$ cat src/inc/cts_pkg.sv
// Constants for the charge timer supervisor: time base, intervals, field codes.
// Assumes a 125 MHz system clock; analog comparator results arrive as levels.
package cts_pkg;
  localparam int unsigned CLK_HZ          = 125000000;
  localparam int unsigned TICK_US         = 1;     // Time base resolution, us
  localparam int unsigned TICK_CYC        = CLK_HZ / 1000000 * TICK_US;
  localparam int unsigned SAFETY_MIN      = 15;
  localparam int unsigned WDOG_S          = 32;
  localparam int unsigned DEGLITCH_MS     = 32;
  localparam int unsigned DETECT_MS       = 262;
  localparam int unsigned EOC_DELAY_MS    = 40;
  localparam int unsigned FAULT_PULSE_US  = 128;
  localparam int unsigned SAFETY_TICKS    = SAFETY_MIN * 60 * 1000000 / TICK_US;
  localparam int unsigned WDOG_TICKS      = WDOG_S * 1000000 / TICK_US;
  localparam int unsigned DEGLITCH_TICKS  = DEGLITCH_MS * 1000 / TICK_US;
  localparam int unsigned DETECT_TICKS    = DETECT_MS * 1000 / TICK_US;
  localparam int unsigned EOC_TICKS       = EOC_DELAY_MS * 1000 / TICK_US;
  localparam int unsigned PULSE_TICKS     = FAULT_PULSE_US / TICK_US;
  localparam int unsigned TW              = 30;    // Interval counter width
  // Status state field codes
  localparam logic [1:0]  STATE_READY     = 2'h0;
  localparam logic [1:0]  STATE_CHARGING  = 2'h1;
  localparam logic [1:0]  STATE_DONE      = 2'h2;
  localparam logic [1:0]  STATE_FAULT     = 2'h3;
  localparam logic [2:0]  FAULT_NONE      = 3'h0;
  localparam logic [2:0]  FAULT_TIMER     = 3'h6;
  // Input current limit codes
  localparam logic [1:0]  ILIM_100MA      = 2'h0;
  localparam logic [1:0]  ILIM_500MA      = 2'h1;
  // Regulation voltage code: 3.5 V + 20 mV steps, 3.54 V default
  localparam logic [5:0]  VREG_DEFAULT    = 6'h02;
  localparam logic [5:0]  VREG_MAX        = 6'h2f; // 4.44 V
  typedef enum logic [5:0] {
    PH_IDLE   = 6'b000001,
    PH_SHORT  = 6'b000010,
    PH_FAST   = 6'b000100,
    PH_TAPER  = 6'b001000,
    PH_DETECT = 6'b010000,
    PH_DONE   = 6'b100000
  } cts_phase_type;
endpackage

$ cat src/logic/cts_interval.sv
// Interval counter on the shared tick: holds while frozen, restarts from zero.
// Assumes tick is a one-cycle enable on the same clock.
`timescale 1ns/100ps
`default_nettype none
module cts_interval #(
  parameter int unsigned W = 30
) (
  input  wire logic         clk,     // System clock
  input  wire logic         srst,    // Sync reset
  input  wire logic         tick,    // Time base enable
  input  wire logic         run,     // Count while high
  input  wire logic         freeze,  // Hold value
  input  wire logic         restart, // Back to zero
  input  wire logic [W-1:0] limit,   // Terminal count
  output logic              expired  // Reached limit, registered
);
  logic [W-1:0] cnt_q, cnt_d;
  logic         exp_q, exp_d;
  always_comb
  begin
    cnt_d = cnt_q;
    exp_d = exp_q;
    if (restart || !run)
    begin
      cnt_d = '0;            // [RULE21]
      exp_d = 1'b0;
    end
    else if (tick && !freeze && !exp_q)
    begin
      cnt_d = cnt_q + W'(1);
      if (cnt_q + W'(1) >= limit)
        exp_d = 1'b1;
    end
  end
  always_ff @(posedge clk)
  begin
    if (srst)
    begin
      cnt_q <= '0;
      exp_q <= 1'b0;
    end
    else
    begin
      cnt_q <= cnt_d;
      exp_q <= exp_d;
    end
  end
  assign expired = exp_q;
  a_freeze_holds: assert property (@(posedge clk) disable iff (srst)
    (run && !restart && freeze) |=> (cnt_q == $past(cnt_q))) else $error("count moved while frozen"); // [RULE21]
endmodule // cts_interval
`default_nettype wire

$ cat src/logic/cts_supervisor.sv
// Charge timer supervisor: safety timer, host watchdog, phases, termination.
// Assumes host write strobes come from a register block on clk; analog flags and
// host_role_pin are asynchronous levels and are synchronised here.
// Functional notes
// RULE1: Good adapter and battery start 15-minute timer; any host write disables it.
// RULE2: Disabling the 15-minute timer starts the 32-second watchdog.
// RULE3: Writing restart bit restarts watchdog; bit clears itself afterwards.
// RULE4: Watchdog expiry ends charge, restores defaults, resumes in 15-minute mode.
// RULE5: 15-minute expiry stops charge, sets fault state, emits 128 us pulse.
// RULE6: Timer fault cleared only by power-on reset; status held until read.
// RULE7: At power-on use programmed bits if watchdog was alive, else defaults. Here only host mode is kept; the programmed fields reset to defaults.
// RULE8: In 15-minute mode above low-voltage threshold, stay high impedance.
// RULE9: Current limit from host-role pin in 15-minute mode, programmed in host mode.
// RULE10: Low-side switch synchronous only above 100 mA, else off.
// RULE11: Short current below short threshold, fast current to regulation, then taper.
// RULE12: Regulation voltage programmable 3.5 to 4.44 V in host mode, else 3.54 V.
// RULE13: With termination, 32 ms deglitch plus term current starts 262 ms detect.
// RULE14: Battery still high after detect means done; status 40 ms later.
// RULE15: Termination enable at zero means termination routine is never entered.
// RULE16: New cycle on recharge fall, POR with low battery, enable toggle, reset bit.
// RULE17: Above thermal regulation threshold, taper current towards zero.
// RULE18: Thermal shutdown suspends charge, PWM off, freezes timers until cooled.
// RULE19: Charge-enable bit is active low.
// RULE20: Reset bit restores defaults except safety limits, then self-clears.
// RULE21: All intervals from one time base; counters hold frozen, restart at zero.
`timescale 1ns/100ps
`default_nettype none
module cts_supervisor #(
  parameter int unsigned SAFETY_TICKS = cts_pkg::SAFETY_TICKS,
  parameter int unsigned WDOG_TICKS   = cts_pkg::WDOG_TICKS,
  parameter int unsigned DEGL_TICKS   = cts_pkg::DEGLITCH_TICKS,
  parameter int unsigned DET_TICKS    = cts_pkg::DETECT_TICKS,
  parameter int unsigned EOC_TICKS    = cts_pkg::EOC_TICKS,
  parameter bit          HAS_ROLE_PIN = 1'b1
) (
  input  wire logic       clk,              // 125 MHz
  input  wire logic       srst,             // Sync reset, power-on
  input  wire logic       adapter_good,     // Async level
  input  wire logic       battery_good,     // Async level
  input  wire logic       host_role_pin,    // Async level
  input  wire logic       bat_below_short,  // Async comparator
  input  wire logic       bat_below_lowv,   // Async comparator
  input  wire logic       bat_above_rech,   // Async comparator
  input  wire logic       term_current,     // Async comparator
  input  wire logic       lss_above_100ma,  // Async comparator
  input  wire logic       temp_above_reg,   // Async comparator
  input  wire logic       temp_shutdown,    // Async, hysteresis in analog
  input  wire logic       host_write,       // Pulse: any host write
  input  wire logic       wr_timer_restart, // Pulse: restart bit written 1
  input  wire logic       wr_reset,         // Pulse: reset bit written 1
  input  wire logic       wr_ctrl,          // Pulse: control fields written
  input  wire logic       charge_disable_n_wr, // Charge-enable bit value (0 = on)
  input  wire logic       term_enable_wr,   // Termination enable value
  input  wire logic [1:0] ilim_wr,          // Programmed current limit
  input  wire logic [5:0] vreg_wr,          // Programmed regulation code
  input  wire logic       status_read,      // Pulse: host read status
  input  wire logic       por_keep_prog,    // Watchdog alive before POR
  output logic            host_mode,        // 1 = 32-second mode
  output logic            timer_restart_bit,// Self-clearing readback
  output logic            reset_bit,        // Self-clearing readback
  output logic [1:0]      status_state_field, // Reported state
  output logic [2:0]      fault_code,       // Reported fault
  output logic            fault_pulse,      // 128 us interrupt pulse
  output logic            hiz,              // High impedance request
  output logic            pwm_enable,       // Converter on
  output logic            low_side_sync,    // Low-side switch synchronous
  output logic [2:0]      current_mode,     // 0 off 1 short 2 fast 3 taper 4 detect
  output logic            thermal_taper,    // Fold back current
  output logic            detect_sink,      // Discharge current on
  output logic [1:0]      ilim_code,        // Active input limit
  output logic [5:0]      vreg_code,        // Active regulation code
  output logic            term_enable       // Active termination enable
);
  localparam int unsigned NS = 10;
  // Two-flop synchronisers for all asynchronous levels
  logic [NS-1:0] async_in, s1_q, s2_q;
  assign async_in = {adapter_good, battery_good, host_role_pin, bat_below_short, bat_below_lowv,
                     bat_above_rech, term_current, lss_above_100ma, temp_above_reg, temp_shutdown};
  always_ff @(posedge clk)
  begin
    s1_q <= async_in;
    s2_q <= s1_q;
  end
  logic ad_ok, bat_ok, role, below_short, below_lowv, above_rech, term_i, lss_hi, t_reg, t_sd;
  assign {ad_ok, bat_ok, role, below_short, below_lowv, above_rech, term_i, lss_hi, t_reg, t_sd} = s2_q;

  // Shared 1 us time base
  logic [7:0] pre_q, pre_d;
  logic       tick;
  always_comb
    pre_d = (pre_q == 8'(cts_pkg::TICK_CYC - 1)) ? 8'h00 : pre_q + 8'h01;
  always_ff @(posedge clk)
  begin
    if (srst)
      pre_q <= 8'h00;
    else
      pre_q <= pre_d;
  end
  assign tick = (pre_q == 8'(cts_pkg::TICK_CYC - 1)); // [RULE21]

  // Mode, configuration, status state
  logic       mode_q, mode_d, prog_q, prog_d, tr_q, tr_d, rb_q, rb_d;
  logic       ce_n_q, ce_n_d, te_q, te_d, flt_q, flt_d, held_q, held_d;
  logic [1:0] il_q, il_d, st_q, st_d;
  logic [5:0] vr_q, vr_d;
  logic [2:0] fc_q, fc_d;
  logic       por_q, por_d, start_q, start_d;
  logic       saf_exp, wd_exp, dg_exp, det_exp, eoc_exp, pl_exp;
  cts_pkg::cts_phase_type ph_q, ph_d;
  logic       ok, pulse_q, pulse_d, new_cycle;

  assign ok = ad_ok && bat_ok && !flt_q;
  assign new_cycle = (ph_q == cts_pkg::PH_DONE && !above_rech)            // [RULE16]
                   || start_q || (wr_ctrl && charge_disable_n_wr != ce_n_q) || rb_q;

  always_comb
  begin
    mode_d = mode_q;
    prog_d = prog_q;
    tr_d   = 1'b0;                                  // [RULE3]
    rb_d   = 1'b0;                                  // [RULE20]
    ce_n_d = ce_n_q;
    te_d   = te_q;
    il_d   = il_q;
    vr_d   = vr_q;
    flt_d  = flt_q;
    held_d = held_q && !status_read;                // [RULE6]
    st_d   = st_q;
    fc_d   = fc_q;
    por_d  = 1'b0;
    start_d = por_q && below_lowv;                  // [RULE16]
    if (por_q)
      mode_d = por_keep_prog;                       // [RULE7]
    if (host_write && !mode_q)
      mode_d = 1'b1;                                // [RULE1] [RULE2]
    if (host_write)
      prog_d = 1'b1;
    if (wr_timer_restart)
      tr_d = 1'b1;                                  // [RULE3]
    if (wr_ctrl)
    begin
      ce_n_d = charge_disable_n_wr;
      te_d   = term_enable_wr;
      il_d   = ilim_wr;
      vr_d   = (vreg_wr > cts_pkg::VREG_MAX) ? cts_pkg::VREG_MAX : vreg_wr;
    end
    if (wr_reset)
      rb_d = 1'b1;
    if (rb_q || (mode_q && wd_exp && !t_sd))
    begin
      ce_n_d = 1'b0;                                // [RULE20]
      te_d   = 1'b1;
      il_d   = cts_pkg::ILIM_100MA;
      vr_d   = cts_pkg::VREG_DEFAULT;
      prog_d = 1'b0;
    end
    if (mode_q && wd_exp && !t_sd)
      mode_d = 1'b0;                                // [RULE4]
    if (!mode_q && saf_exp && ok)
      flt_d = 1'b1;                                 // [RULE5]
    if (!held_q)
    begin
      if (flt_q)
      begin
        st_d = cts_pkg::STATE_FAULT;
        fc_d = cts_pkg::FAULT_TIMER;
        held_d = 1'b1;
      end
      else if (ph_q == cts_pkg::PH_DONE && eoc_exp)
        st_d = cts_pkg::STATE_DONE;                 // [RULE14]
      else if (ph_q != cts_pkg::PH_IDLE && ph_q != cts_pkg::PH_DONE)
        st_d = cts_pkg::STATE_CHARGING;
      else
        st_d = cts_pkg::STATE_READY;
    end
  end
  always_ff @(posedge clk)
  begin
    if (srst)
    begin
      mode_q <= 1'b0;
      prog_q <= 1'b0;
      tr_q   <= 1'b0;
      rb_q   <= 1'b0;
      ce_n_q <= 1'b0;
      te_q   <= 1'b1;
      il_q   <= cts_pkg::ILIM_100MA;
      vr_q   <= cts_pkg::VREG_DEFAULT;
      flt_q  <= 1'b0;                              // [RULE6]
      held_q <= 1'b0;
      st_q   <= cts_pkg::STATE_READY;
      fc_q   <= cts_pkg::FAULT_NONE;
      por_q  <= 1'b1;
      start_q <= 1'b0;
    end
    else
    begin
      mode_q <= mode_d;
      prog_q <= prog_d;
      tr_q   <= tr_d;
      rb_q   <= rb_d;
      ce_n_q <= ce_n_d;
      te_q   <= te_d;
      il_q   <= il_d;
      vr_q   <= vr_d;
      flt_q  <= flt_d;
      held_q <= held_d;
      st_q   <= st_d;
      fc_q   <= fc_d;
      por_q  <= por_d;
      start_q <= start_d;
    end
  end

  // Charge phase sequencer
  logic run_ok;
  assign run_ok = ok && !ce_n_q && !t_sd && !(!mode_q && !below_lowv); // [RULE8] [RULE18] [RULE19]
  always_comb
  begin
    ph_d = ph_q;
    if (!run_ok)
      ph_d = (ph_q == cts_pkg::PH_DONE) ? cts_pkg::PH_DONE : cts_pkg::PH_IDLE;
    if (run_ok || new_cycle)
    begin
      case (ph_q)
        cts_pkg::PH_IDLE:   ph_d = run_ok ? cts_pkg::PH_SHORT : cts_pkg::PH_IDLE;
        cts_pkg::PH_SHORT:  ph_d = below_short ? cts_pkg::PH_SHORT : cts_pkg::PH_FAST; // [RULE11]
        cts_pkg::PH_FAST:   ph_d = below_short ? cts_pkg::PH_SHORT
                                 : (above_rech ? cts_pkg::PH_TAPER : cts_pkg::PH_FAST);
        cts_pkg::PH_TAPER:  ph_d = (!above_rech) ? cts_pkg::PH_FAST
                                 : ((mode_q && te_q && dg_exp && term_i) ? cts_pkg::PH_DETECT
                                    : cts_pkg::PH_TAPER);                // [RULE13] [RULE15]
        cts_pkg::PH_DETECT: ph_d = !det_exp ? cts_pkg::PH_DETECT
                                 : (above_rech ? cts_pkg::PH_DONE : cts_pkg::PH_FAST); // [RULE14]
        cts_pkg::PH_DONE:   ph_d = new_cycle ? cts_pkg::PH_IDLE : cts_pkg::PH_DONE;
        default:            ph_d = cts_pkg::PH_IDLE;
      endcase
    end
    if (new_cycle && ph_q != cts_pkg::PH_DONE)
      ph_d = cts_pkg::PH_IDLE;                     // [RULE16]
  end
  always_ff @(posedge clk)
  begin
    if (srst)
      ph_q <= cts_pkg::PH_IDLE;
    else
      ph_q <= ph_d;
  end

  // Intervals, all from the one tick; shutdown freezes all but the fault pulse interval
  cts_interval #(.W(cts_pkg::TW)) u_safety (.clk(clk), .srst(srst), .tick(tick),
    .run(!mode_q && ok), .freeze(t_sd), .restart(host_write),                 // [RULE1] [RULE18]
    .limit(cts_pkg::TW'(SAFETY_TICKS)), .expired(saf_exp));
  cts_interval #(.W(cts_pkg::TW)) u_wdog (.clk(clk), .srst(srst), .tick(tick),
    .run(mode_q), .freeze(t_sd), .restart(tr_q),                              // [RULE2] [RULE3]
    .limit(cts_pkg::TW'(WDOG_TICKS)), .expired(wd_exp));
  cts_interval #(.W(cts_pkg::TW)) u_degl (.clk(clk), .srst(srst), .tick(tick),
    .run(ph_q == cts_pkg::PH_TAPER && above_rech), .freeze(t_sd), .restart(1'b0),
    .limit(cts_pkg::TW'(DEGL_TICKS)), .expired(dg_exp));                      // [RULE13]
  cts_interval #(.W(cts_pkg::TW)) u_det (.clk(clk), .srst(srst), .tick(tick),
    .run(ph_q == cts_pkg::PH_DETECT), .freeze(t_sd), .restart(1'b0),
    .limit(cts_pkg::TW'(DET_TICKS)), .expired(det_exp));                      // [RULE13]
  cts_interval #(.W(cts_pkg::TW)) u_eoc (.clk(clk), .srst(srst), .tick(tick),
    .run(ph_q == cts_pkg::PH_DONE), .freeze(t_sd), .restart(1'b0),
    .limit(cts_pkg::TW'(EOC_TICKS)), .expired(eoc_exp));                      // [RULE14]
  cts_interval #(.W(cts_pkg::TW)) u_pulse (.clk(clk), .srst(srst), .tick(tick),
    .run(pulse_q), .freeze(1'b0), .restart(1'b0),
    .limit(cts_pkg::TW'(cts_pkg::PULSE_TICKS)), .expired(pl_exp));            // [RULE5]

  // Fault pulse and registered outputs
  always_comb
    pulse_d = (pulse_q && !pl_exp) || (!flt_q && flt_d);                      // [RULE5]
  logic [2:0] cm_d;
  logic [1:0] il_act;
  always_comb
  begin
    case (ph_q)
      cts_pkg::PH_SHORT:  cm_d = 3'h1;
      cts_pkg::PH_FAST:   cm_d = 3'h2;
      cts_pkg::PH_TAPER:  cm_d = 3'h3;
      cts_pkg::PH_DETECT: cm_d = 3'h4;
      default:            cm_d = 3'h0;
    endcase
    if (mode_q && prog_q)
      il_act = il_q;                                                          // [RULE9]
    else if (HAS_ROLE_PIN)
      il_act = role ? cts_pkg::ILIM_500MA : cts_pkg::ILIM_100MA;
    else
      il_act = cts_pkg::ILIM_500MA;
  end
  always_ff @(posedge clk)
  begin
    if (srst)
    begin
      pulse_q <= 1'b0;
      host_mode <= 1'b0;
      hiz <= 1'b1;
      pwm_enable <= 1'b0;
      low_side_sync <= 1'b0;
      current_mode <= 3'h0;
      thermal_taper <= 1'b0;
      detect_sink <= 1'b0;
      ilim_code <= cts_pkg::ILIM_100MA;
      vreg_code <= cts_pkg::VREG_DEFAULT;
      term_enable <= 1'b1;
    end
    else
    begin
      pulse_q <= pulse_d;
      host_mode <= mode_q;
      hiz <= !mode_q && !below_lowv;                                          // [RULE8]
      pwm_enable <= cm_d != 3'h0 && cm_d != 3'h4 && !t_sd;                    // [RULE18]
      low_side_sync <= lss_hi && cm_d != 3'h0 && cm_d != 3'h4 && !t_sd;       // [RULE10]
      current_mode <= cm_d;                                                   // [RULE11]
      thermal_taper <= t_reg;                                                 // [RULE17]
      detect_sink <= ph_q == cts_pkg::PH_DETECT;                              // [RULE13]
      ilim_code <= il_act;
      vreg_code <= (mode_q && prog_q) ? vr_q : cts_pkg::VREG_DEFAULT;         // [RULE12]
      term_enable <= te_q;
    end
  end
  assign timer_restart_bit = tr_q;
  assign reset_bit = rb_q;
  assign status_state_field = st_q;
  assign fault_code = fc_q;
  assign fault_pulse = pulse_q;

  a_no_term_off: assert property (@(posedge clk) disable iff (srst)
    !te_q |=> ph_q != cts_pkg::PH_DETECT || $past(ph_q) == cts_pkg::PH_DETECT) else $error("detect without enable"); // [RULE15]
  a_write_hostmode: assert property (@(posedge clk) disable iff (srst)
    (host_write && !mode_q && !por_q) |=> mode_q) else $error("host write kept safety mode"); // [RULE1]
  a_restart_clear: assert property (@(posedge clk) disable iff (srst)
    tr_q |=> !tr_q || $past(wr_timer_restart)) else $error("restart bit stuck"); // [RULE3]
  a_wdog_default: assert property (@(posedge clk) disable iff (srst)
    (mode_q && wd_exp && !t_sd && !por_q) |=> !mode_q && vr_q == cts_pkg::VREG_DEFAULT) else $error("watchdog expiry"); // [RULE4]
  a_fault_pulse: assert property (@(posedge clk) disable iff (srst)
    $rose(flt_q) |-> pulse_q) else $error("no fault pulse"); // [RULE5]
  a_fault_sticky: assert property (@(posedge clk) disable iff (srst)
    flt_q |=> flt_q) else $error("fault cleared without reset"); // [RULE6]
  a_status_held: assert property (@(posedge clk) disable iff (srst)
    (held_q && !status_read) |=> $stable(st_q)) else $error("status moved before read"); // [RULE6]
  a_shutdown_pwm: assert property (@(posedge clk) disable iff (srst)
    t_sd |=> !pwm_enable) else $error("pwm on in shutdown"); // [RULE18]
  a_reset_clear: assert property (@(posedge clk) disable iff (srst)
    rb_q |=> ce_n_q == 1'b0 && il_q == cts_pkg::ILIM_100MA) else $error("reset defaults"); // [RULE20]
  c_detect: cover property (@(posedge clk) ph_q == cts_pkg::PH_DETECT);
  c_done: cover property (@(posedge clk) st_q == cts_pkg::STATE_DONE);
  c_fault: cover property (@(posedge clk) $rose(pulse_q));
  c_wdog: cover property (@(posedge clk) mode_q && wd_exp);
endmodule // cts_supervisor
`default_nettype wire

$ cat config.mk
export PLATFORM = sky130hd
export DESIGN_NAME = cts_supervisor
export DESIGN_NICKNAME = d
export VERILOG_FILES = /design/src/inc/cts_pkg.sv /design/src/logic/cts_interval.sv /design/src/logic/cts_supervisor.sv
export SDC_FILE = /design/constraint.sdc
export NUM_CORES = 1
export LEC_CHECK = 0
export ABC_AREA = 1
export BUFFER_PORTS_ARGS = -buffer_cell sky130_fd_sc_hd__buf_4
export CAP_MARGIN = 20
export CELL_PAD_IN_SITES_DETAIL_PLACEMENT = 1
export CELL_PAD_IN_SITES_GLOBAL_PLACEMENT = 1
export CORE_MARGIN = 2
export CORE_UTILIZATION = 42
export CTS_BUF_LIST = sky130_fd_sc_hd__clkbuf_4 sky130_fd_sc_hd__clkbuf_8
export CTS_CLUSTER_DIAMETER = 100
export DETAILED_ROUTE_END_ITERATION = 12
export PLACE_DENSITY = 0.85
export SETUP_SLACK_MARGIN = 0.05
export SLEW_MARGIN = 30
export SYNTH_ARGS = -nofsm -noshare
export SYNTH_HDL_FRONTEND = slang
export SYNTH_SLANG_ARGS = --single-unit
$ cat constraint.sdc
create_clock -name clk -period 2.2 [get_ports clk]
set_clock_uncertainty 0.2 [all_clocks]
set_input_delay 0 -clock clk [delete_from_list [all_inputs] [get_ports clk]]
set_output_delay 0 -clock clk [all_outputs]
set_load 0.1 [all_outputs]
==> results of run 1 <==
-- final timing paths --
kind / to / slack, ns
min reg2reg: s2_q[1] / 0.13
max reg2reg: ph_q[0] / -0.59
max: ph_q[0] / -0.59
min: prog_q / 0.05
-- per-layer routing --
metal	global-route usage, %	wire (um)	vias to the layer above
met4	12.9	5950	0
met2	53.2	36000	1298
met1	34.8	27500	8979
li1	-	-	7738
met3	4.45	5970	521
met5	0	0	-
-- sequential cells by signal (all words and copies together), names as in the netlist, 2 cells and up --
name,flops
u_eoc.cnt_q,30
il_q,2
ph_q,6
s1_q,10
s2_q,10
u_wdog.cnt_q,30
vr_q,6
u_safety.cnt_q,30
current_mode,3
status_state_field,2
pre_q,8
u_det.cnt_q,30
ilim_code,2
u_degl.cnt_q,30
vreg_code,6
u_pulse.cnt_q,30
-- logic make-up (layout without fill, tap and decap cells) --
family                     count (synthesis)  count (layout)  share of synthesized area (%)
buffers and inverters                    408             729                           10.9
AOI/OAI and AO/OA                        387             387                           14.2
adders and majority gates                  9               9                          0.781
other                                      1               2                         0.0260
and+or+nand+nor                         1097            1097                           32.6
DFF                                      259             259                           36.0
xor gates and xnor gates                  92              92                           5.59
-- where the power goes --
part           switching (mW)  internal [mW]
sequential             0.0456           4.70
combinational           0.243          0.147
clock                    2.44           2.95
-- metrics by stage --
stage / TNS [ns] / setup slack [ns] / cell area [um^2]
6_report: -7.36 / -0.588 / 20200
5_1_grt: -12.15 / -0.627 / 20200
4_1_cts: 0 / 0.00983 / 18200
3_5_place_dp: -0.636 / -0.223 / 16100
3_3_place_gp: -0.163 / -0.0664 / 16100
2_1_floorplan: 0 / 0.0955 / 14400
-- layout make-up --
type / instances / area (um^2)
fill: 4320 / 13500
multi-input combinational: 1586 / 9270
sequential: 259 / 5380
timing repair buffer: 292 / 2530
inverter: 353 / 1370
clock buffer: 75 / 945
tap: 448 / 561
clock inverter: 8 / 90.1
timing repair inverter: 1 / 8.76
antenna: 1 / 2.50
-- worst reg2reg max path: stages, from the launching register on --
cell,delay [ns]
dfxtp_1,0.41
xnor2_1,0.11
o21ai_0,1.03
a21oi_1,0.14
nand2_1,0.25
nand3_2,0.16
a221oi_2,0.26
a21oi_1,0.10
-- what timing repair did --
item	CTS	global route
resized for setup	134	505
cloned	0	5
endpoints found under the hold margin	123	0
setup buffers	10	50
hold buffers	53	0
setup endpoints to repair	39	162
pin swaps	21	113
-- synthesized netlist by cell type, drive strengths merged --
master	count	share of area, %
nor4	3	0.17
inv	352	9.2
xnor2	12	0.73
clkbuf	34	0.89
a31oi	7	0.30
a32oi	1	0.061
or2	3	0.13
o22ai	5	0.22
a21oi	172	6.0
ha	9	0.78
buf	21	0.75
o21a	11	0.57
and2	3	0.13
a211oi	4	0.21
nand4	39	1.7
xor2	80	4.9
o211ai	11	0.57
dfxtp	259	36
o21bai	4	0.21
o31ai	1	0.052
nand2	508	13
nor3b	1	0.052
o21ai	167	5.8
clkinv	1	0.026
a21boi	2	0.10
nor2	336	9.4
conb	1	0.026
nor3	82	3.1
and3	5	0.22
nand3	112	4.0
a221oi	1	0.061
a21o	1	0.052
nand3b	5	0.29
==> flow_summary.toml, run 1 <==
[outcome]
status = "finished with violations"
violations = "negative setup slack"

[critical_path]
critPathBufInv = 0
crit_path_top_delay_cell = "o21ai_0"
crit_family = "compound AO/OA/AOI/OAI gates"
cp_max_fo = 3
cp-start-kind = "flop"
startpoint = "ce_n_q"
crit_required_ns = 2.48
path_cells = "xnor2_1 > o21ai_0 > a21oi_1 > nand2_1 > nand3_2 > a221oi_2 > a21oi_1"
cpMostUsedCell = "a21oi_1"
cp.depth = 7
crit_type = "reg2reg"
regToRegStartpoint = "ce_n_q"
cp-end-kind = "flop"
worstPathArrival_ns = 3.07
cp_slowest_stage_delay_ns = 1.03
r2r_cells = 7

[clocking]
clk-insertion-delay-late_ns = 0.61
htreeDepth = 2
cts_root_buf = "clkbuf_8"
clk_pin_slew_ns = 0.07
cts_tree = "built"
ctsLongestPathBuffers = 3
cts_buffers = 48
clkSinkCount = 259

[synth]
synthesis.area_per_instance_um2 = 6.40
synthesis.nets = 2290
synth.distinct_cells = 50
netlist_instances = 2253
yosys_warnings = 0
yosys_register_bits = 259
ys_seq_area_share_pct = 36.0
syn_area_um2 = 14400

[power_and_ir_drop]
leakagePower_nw = 8.59
power_mw = 10.5
cellPowerDensity_nw_per_um2 = 522
ir_drop_uv = 624

[placement]
gp_congestion = 0.911
dp_hpwl_um = 35400
dp.cells = 2821
port_buffers = 52

[timing]
slew_violations = 0
fin_crit_sh_pct = 127
max-slew-margin-rel_pct = 9.66
tightest_slew_ns = 1.34
finalHoldViolCount = 0
fin_crit_ns = 2.79
worst_slack_ns = -0.588
fmax_ghz = 0.359
setup_viol = 65
grt_setup_unrepaired = "yes"
holdWs_ns = 0.0526

[final_layout]
layout_common_cells = "nand2_1, inv_1, buf_4"
finish.utilization_pct = 59.8
final_common_cell = "nand2_1"
syn2layout_area_growth_pct = 39.8
final_cells = 3023
drive_above_1_share_pct = 31.2
nNetsFinal = 2578

[detailed_routing]
drt-wirelength-per-cell_um = 24.9
vias_per_cell = 6.13
antenna_left = 0
vias = 18500
totalWireLength_um = 75400
first_iter_violations = 2035
dr.pass1.iters = 5
drc_errors = 0

[global_routing]
grt_pass1_vias = 17200
grt_overflow = 0
grt_max_degree = 44
antenna_found_initial = 2
grt_pass1_wl_um = 86500
grtUsageTotal_pct = 29.6

[floorplan]
die-area_um2 = 35800
die_h_um = 189
rows = 67
fp.dieW_um = 189
initial_utilization_pct = 42.8
core_area_um2 = 33700
ios = 54

[min_path]
holdPathStages = 4
hp-class = "in2reg"
min_from = "host_write"

[job]
cap_violations = 0
Power figures use the tool's default switching activity.
==> inputs of run 2 (changes only) <==
Settings changed: CAP_MARGIN 20 to not set, PLACE_DENSITY 0.85 to not set, PLACE_DENSITY_LB_ADDON set to 0.1.
==> run 2 against run 1 <==
The run still ends with negative setup slack left. Global-route usage about the same. Fmax rose by 13%. Register-to-register slack improved by 0.31 ns. Sequential power about the same. Via count fell by 3.8%. Clock power is 1% higher. Highest routed layer unchanged.
==> flow_summary.toml, run 2 (synthesis results as in run 1) <==
[placement]
gp_congestion = 0.872
port_buffers = 52
dp_hpwl_um = 35200
dp_slack_ns = -0.243

[critical_path]
crit_type = "reg2reg"
cp_max_fo = 4
crit_path_top_delay_cell = "xor2_1"
path_cells = "ha_4 > nand3_4 > inv_4 > nand2_4 > nor2_2 > xor2_1 > nand2_1 > nand2_1 > nand2_1 > nand2_1 > nand3_1 > nand3_2 > nand2_2 > a21oi_2"
cp_slowest_stage_delay_ns = 0.39
cpMostUsedCell = "nand2_1"
cp-end-kind = "flop"
crit_required_ns = 2.57
worstPathArrival_ns = 2.84
cp-start-kind = "flop"

[clocking]
cts_tree = "built"
clk-insertion-delay-late_ns = 0.64
ctsLongestPathBuffers = 3
cts_root_buf = "clkbuf_8"
clkSinkCount = 259
cts_buffers = 49
clk_pin_slew_ns = 0.07
htreeDepth = 2

[detailed_routing]
vias_per_cell = 5.72
drc_errors = 0
totalWireLength_um = 68600
antenna_left = 0
first_iter_violations = 1339
vias = 17800
dr.pass1.iters = 5
drt-wirelength-per-cell_um = 22.0

[floorplan]
die_h_um = 189
core_area_um2 = 33700
rows = 67
fp.dieW_um = 189
initial_utilization_pct = 42.8
ios = 54
die-area_um2 = 35800

[timing]
grt_setup_unrepaired = "yes"
setup_viol = 17
fmax_ghz = 0.404
fin_crit_ns = 2.47
max-slew-margin-rel_pct = 52.9
slew_violations = 0
tightest_slew_ns = 0.706
fin_crit_sh_pct = 112
worst_slack_ns = -0.273
holdWs_ns = 0.0803
finalHoldViolCount = 0
tns_ns = -1.39

[final_layout]
nFillCells = 4351
multi_input_area_um2 = 9160
final_common_cell = "nand2_1"
nNetsFinal = 2668
drive_above_1_share_pct = 32.2
seqCellArea_um2 = 5350
layout_common_cells = "nand2_1, inv_1, buf_4"
syn2layout_area_growth_pct = 44.0

[power_and_ir_drop]
cellPowerDensity_nw_per_um2 = 511
ir_drop_uv = 437
leakagePower_nw = 9.02
power_mw = 10.6

[outcome]
status = "finished with violations"
violations = "negative setup slack"

[global_routing]
antenna_found_initial = 1
grt_pass1_vias = 17200
grt_overflow = 0
grt_max_degree = 44
grt_pass1_wl_um = 86700
grtUsageTotal_pct = 29.6

[min_path]
hp-class = "in2reg"

[job]
cap_violations = 0
[run 2: critical path, delay by kind of cell (launching register included)]
kind	cells	cell delay (ns)
xor+xnor	1	0.39
buf+inv	1	0.09
compound gates	1	0.14
simple gates	10	1.06
flops	1	0.37
fa+ha+maj	1	0.15
[run 2: path summary, 6_finish.rpt]
check / start / to / slack, ns / cells after the start
setup / recovery: u_safety.cnt_q[1] / u_safety.expired / -0.27 / 14
hold / removal: srst / por_q / 0.08 / 2
setup reg to reg: u_safety.cnt_q[1] / u_safety.expired / -0.27 / 14
hold reg to reg: s1_q[1] / s2_q[1] / 0.13 / 0
[run 2: final cells by class]
type	instances	share of cell area [%]
multi-input combinational	1586	44.1
sequential	259	25.8
timing repair buffer	382	15.6
inverter	353	6.59
clock buffer	83	4.90
tap	448	2.70
clock inverter	6	0.289
antenna	1	0.0121
[run 2: what timing repair did]
item,in CTS,in global routing
setup endpoints to repair,42,135
gates cloned,0,1
hold buffers,62,0
buffers inserted,22,47
pin swaps,29,131
hold endpoints to repair,147,0
gates resized for setup,138,463
[run 2: metrics by stage]
| step | area [um^2] | util [%] | std cells |
|---|---|---|---|
| 6_report | 20700 | 61.6 | 3118 |
| 5_1_grt | 20700 | 61.6 | 3118 |
| 4_1_cts | 19000 | 56.4 | 3070 |
| 3_5_place_dp | 16700 | 49.5 | 2897 |
| 3_3_place_gp | 16700 | 49.5 | 2897 |
| 2_1_floorplan | 14400 | - | 2253 |
[run 2: routing by layer]
layer	part of all wire, %	vias to the layer above	global-route usage [%]	routed length [um]
met5	0	-	0	0
met4	5.9	0	10.2	4020
met3	5.3	316	4.71	3610
met2	49	792	52.4	33800
met1	40	8798	36.3	27100
li1	-	7919	-	-
[run 2: power breakdown]
| part | switching [mW] | internal (mW) |
|---|---|---|
| registers | 0.0384 | 4.71 |
| clock network | 2.43 | 3.02 |
| logic | 0.247 | 0.158 |
==> inputs of run 3 (changes only) <==
Settings changed: REMOVE_ABC_BUFFERS set to 1.
==> run 3 against run 2 <==
The run still ends with negative setup slack left. Count of clock-buffer cells in the layout shrank 6. Wire length fell by 11%. Hold slack worse by 0.040 ns. Clock power decreased by 4.8%. Core utilization decreased by 1.6 points.
==> flow_summary.toml, run 3 (synthesis results as in run 1) <==
[clocking]
clkSinkCount = 259
cts_buffers = 46
cts_root_buf = "clkbuf_8"
clk-insertion-delay-late_ns = 0.63
ctsLongestPathBuffers = 3
htreeDepth = 2
cts_tree = "built"
clk_pin_slew_ns = 0.08

[power_and_ir_drop]
leakagePower_nw = 8.76
cellPowerDensity_nw_per_um2 = 511
ir_drop_uv = 427

[global_routing]
antenna_found_initial = 2
grt_overflow = 0
grt_pass1_wl_um = 84200
grtUsageTotal_pct = 28.8
grt_pass1_vias = 16800
grt_max_degree = 44

[timing]
fmax_ghz = 0.419
finalHoldViolCount = 0
worst_slack_ns = -0.187
tns_ns = -0.397
setup_viol = 4
max-slew-margin-rel_pct = 45.0
grt_setup_unrepaired = "yes"
fin_crit_ns = 2.39
fin_crit_sh_pct = 109
tightest_slew_ns = 0.823
slew_violations = 0

[detailed_routing]
first_iter_violations = 996
antenna_left = 0
vias = 16900
drt-wirelength-per-cell_um = 19.8
vias_per_cell = 5.49
totalWireLength_um = 60800
dr.pass1.iters = 5
drc_errors = 0

[placement]
port_buffers = 52
gp_congestion = 0.894
dp_hpwl_um = 34700
placed_cell_area_um2 = 16500
dp_slack_ns = -0.171
dp.cells = 2873

[floorplan]
ios = 54
die-area_um2 = 35800
initial_utilization_pct = 42.8
die_h_um = 189
rows = 67
core_area_um2 = 33700
fp.dieW_um = 189

[final_layout]
final_common_cell = "nand2_1"
drive_above_1_share_pct = 30.5
final_cells = 3072
finish.utilization_pct = 60.0
nFillCells = 4400
final_area_um2 = 20200
layout_common_cells = "nand2_1, inv_1, buf_4"
syn2layout_area_growth_pct = 40.3
nNetsFinal = 2623

[critical_path]
r2r_slack_ns = -0.19
r2r_cells = 15
regToRegStartpoint = "u_safety.cnt_q[13]"
cp_slowest_stage_delay_ns = 0.40
startpoint = "u_safety.cnt_q[13]"
worstPathArrival_ns = 2.72
crit_family = "simple AND/OR/NAND/NOR gates"
cp-start-kind = "flop"
crit_required_ns = 2.53
cpMostUsedCell = "nand2_1"
cp-end-kind = "flop"
cp.depth = 15
critPathBufInv = 1
cp_max_fo = 4
crit_path_top_delay_cell = "dfxtp_2"
crit_path_end = "u_safety.expired"
crit_type = "reg2reg"
r2r-end = "u_safety.expired"
path_cells = "nand2_1 > nor2_2 > buf_4 > nand2_1 > nor2_1 > nand2_1 > nand2_1 > nand2_2 > nor2_1 > nand2_1 > nor2_2 > nand2_1 > nand3_1 > nand2_1 > a21oi_2"

[job]
cap_violations = 0

[outcome]
status = "finished with violations"
violations = "negative setup slack"

[min_path]
hp-class = "in2reg"
[run 3: cell types whose count changed in the layout (fill, tap and decap cells not counted), moves of 7 or more]
cell     delta
a21oi_1    +14
buf_4      -27
dfxtp_4     +9
nand2_2     +9
buf_6       -7
a21oi_2    -13
nand2_1     -7
o21ai_1    -29
o21ai_0    +33
[run 3: cell type report]
cell class	instances	area (um^2)	area share (%)
multi-input combinational	1586	9100	45.0
sequential	259	5380	26.6
timing repair buffer	340	2810	13.9
inverter	353	1350	6.67
clock buffer	77	960	4.75
tap	448	561	2.77
clock inverter	6	55.1	0.272
antenna	3	7.51	0.0371
[run 3: worst min-delay path, cell delays in order]
cell and delay [ns]:
dlygate4sd3_1 0.53, buf_4 0.11, nor2_1 0.04, nor2_1 0.12
[run 3: what timing repair did]
item | 4_1_cts | 5_1_grt
hold buffers | 60 | 0
endpoints found under the hold margin | 142 | 0
pin swaps | 24 | 128
setup buffers | 12 | 41
resized for setup | 140 | 401
endpoints found under the setup margin | 13 | 140
[run 3: metrics by stage]
step                total power [mW]  hold slack [ns]
floorplan                       5.00           -0.172
global placement                5.12          -0.0950
detailed placement              5.13          -0.0936
CTS                             10.2          0.00223
global route                    10.6           0.0499
finish                          10.3           0.0403
[run 3: metal layers]
metal	part of all wire [%]	GRT usage (%)	up-vias
li1	-	-	7836
met1	40	34.5	8213
met2	50	51.0	593
met3	5.1	4.23	229
met4	5.2	13.2	0
met5	0	0	-
[run 3: report_power, final]
| group | switching, mW | internal (mW) | total, mW |
|---|---|---|---|
| logic | 0.246 | 0.161 | 0.407 |
| registers | 0.0411 | 4.70 | 4.74 |
| clock network | 2.33 | 2.86 | 5.18 |
[run 3: worst min-delay path by stage]
stage                   from       to  slack (ns)  depth (start not counted)
3_5_place_dp   temp_shutdown  s1_q[0]       -0.09                          1
2_1_floorplan           srst    por_q       -0.17                          0
5_1_grt           host_write   prog_q        0.05                          4
3_3_place_gp   host_role_pin  s1_q[7]       -0.09                          1
6_report          host_write   prog_q        0.04                          4
4_1_cts           host_write   prog_q       0.002                          4
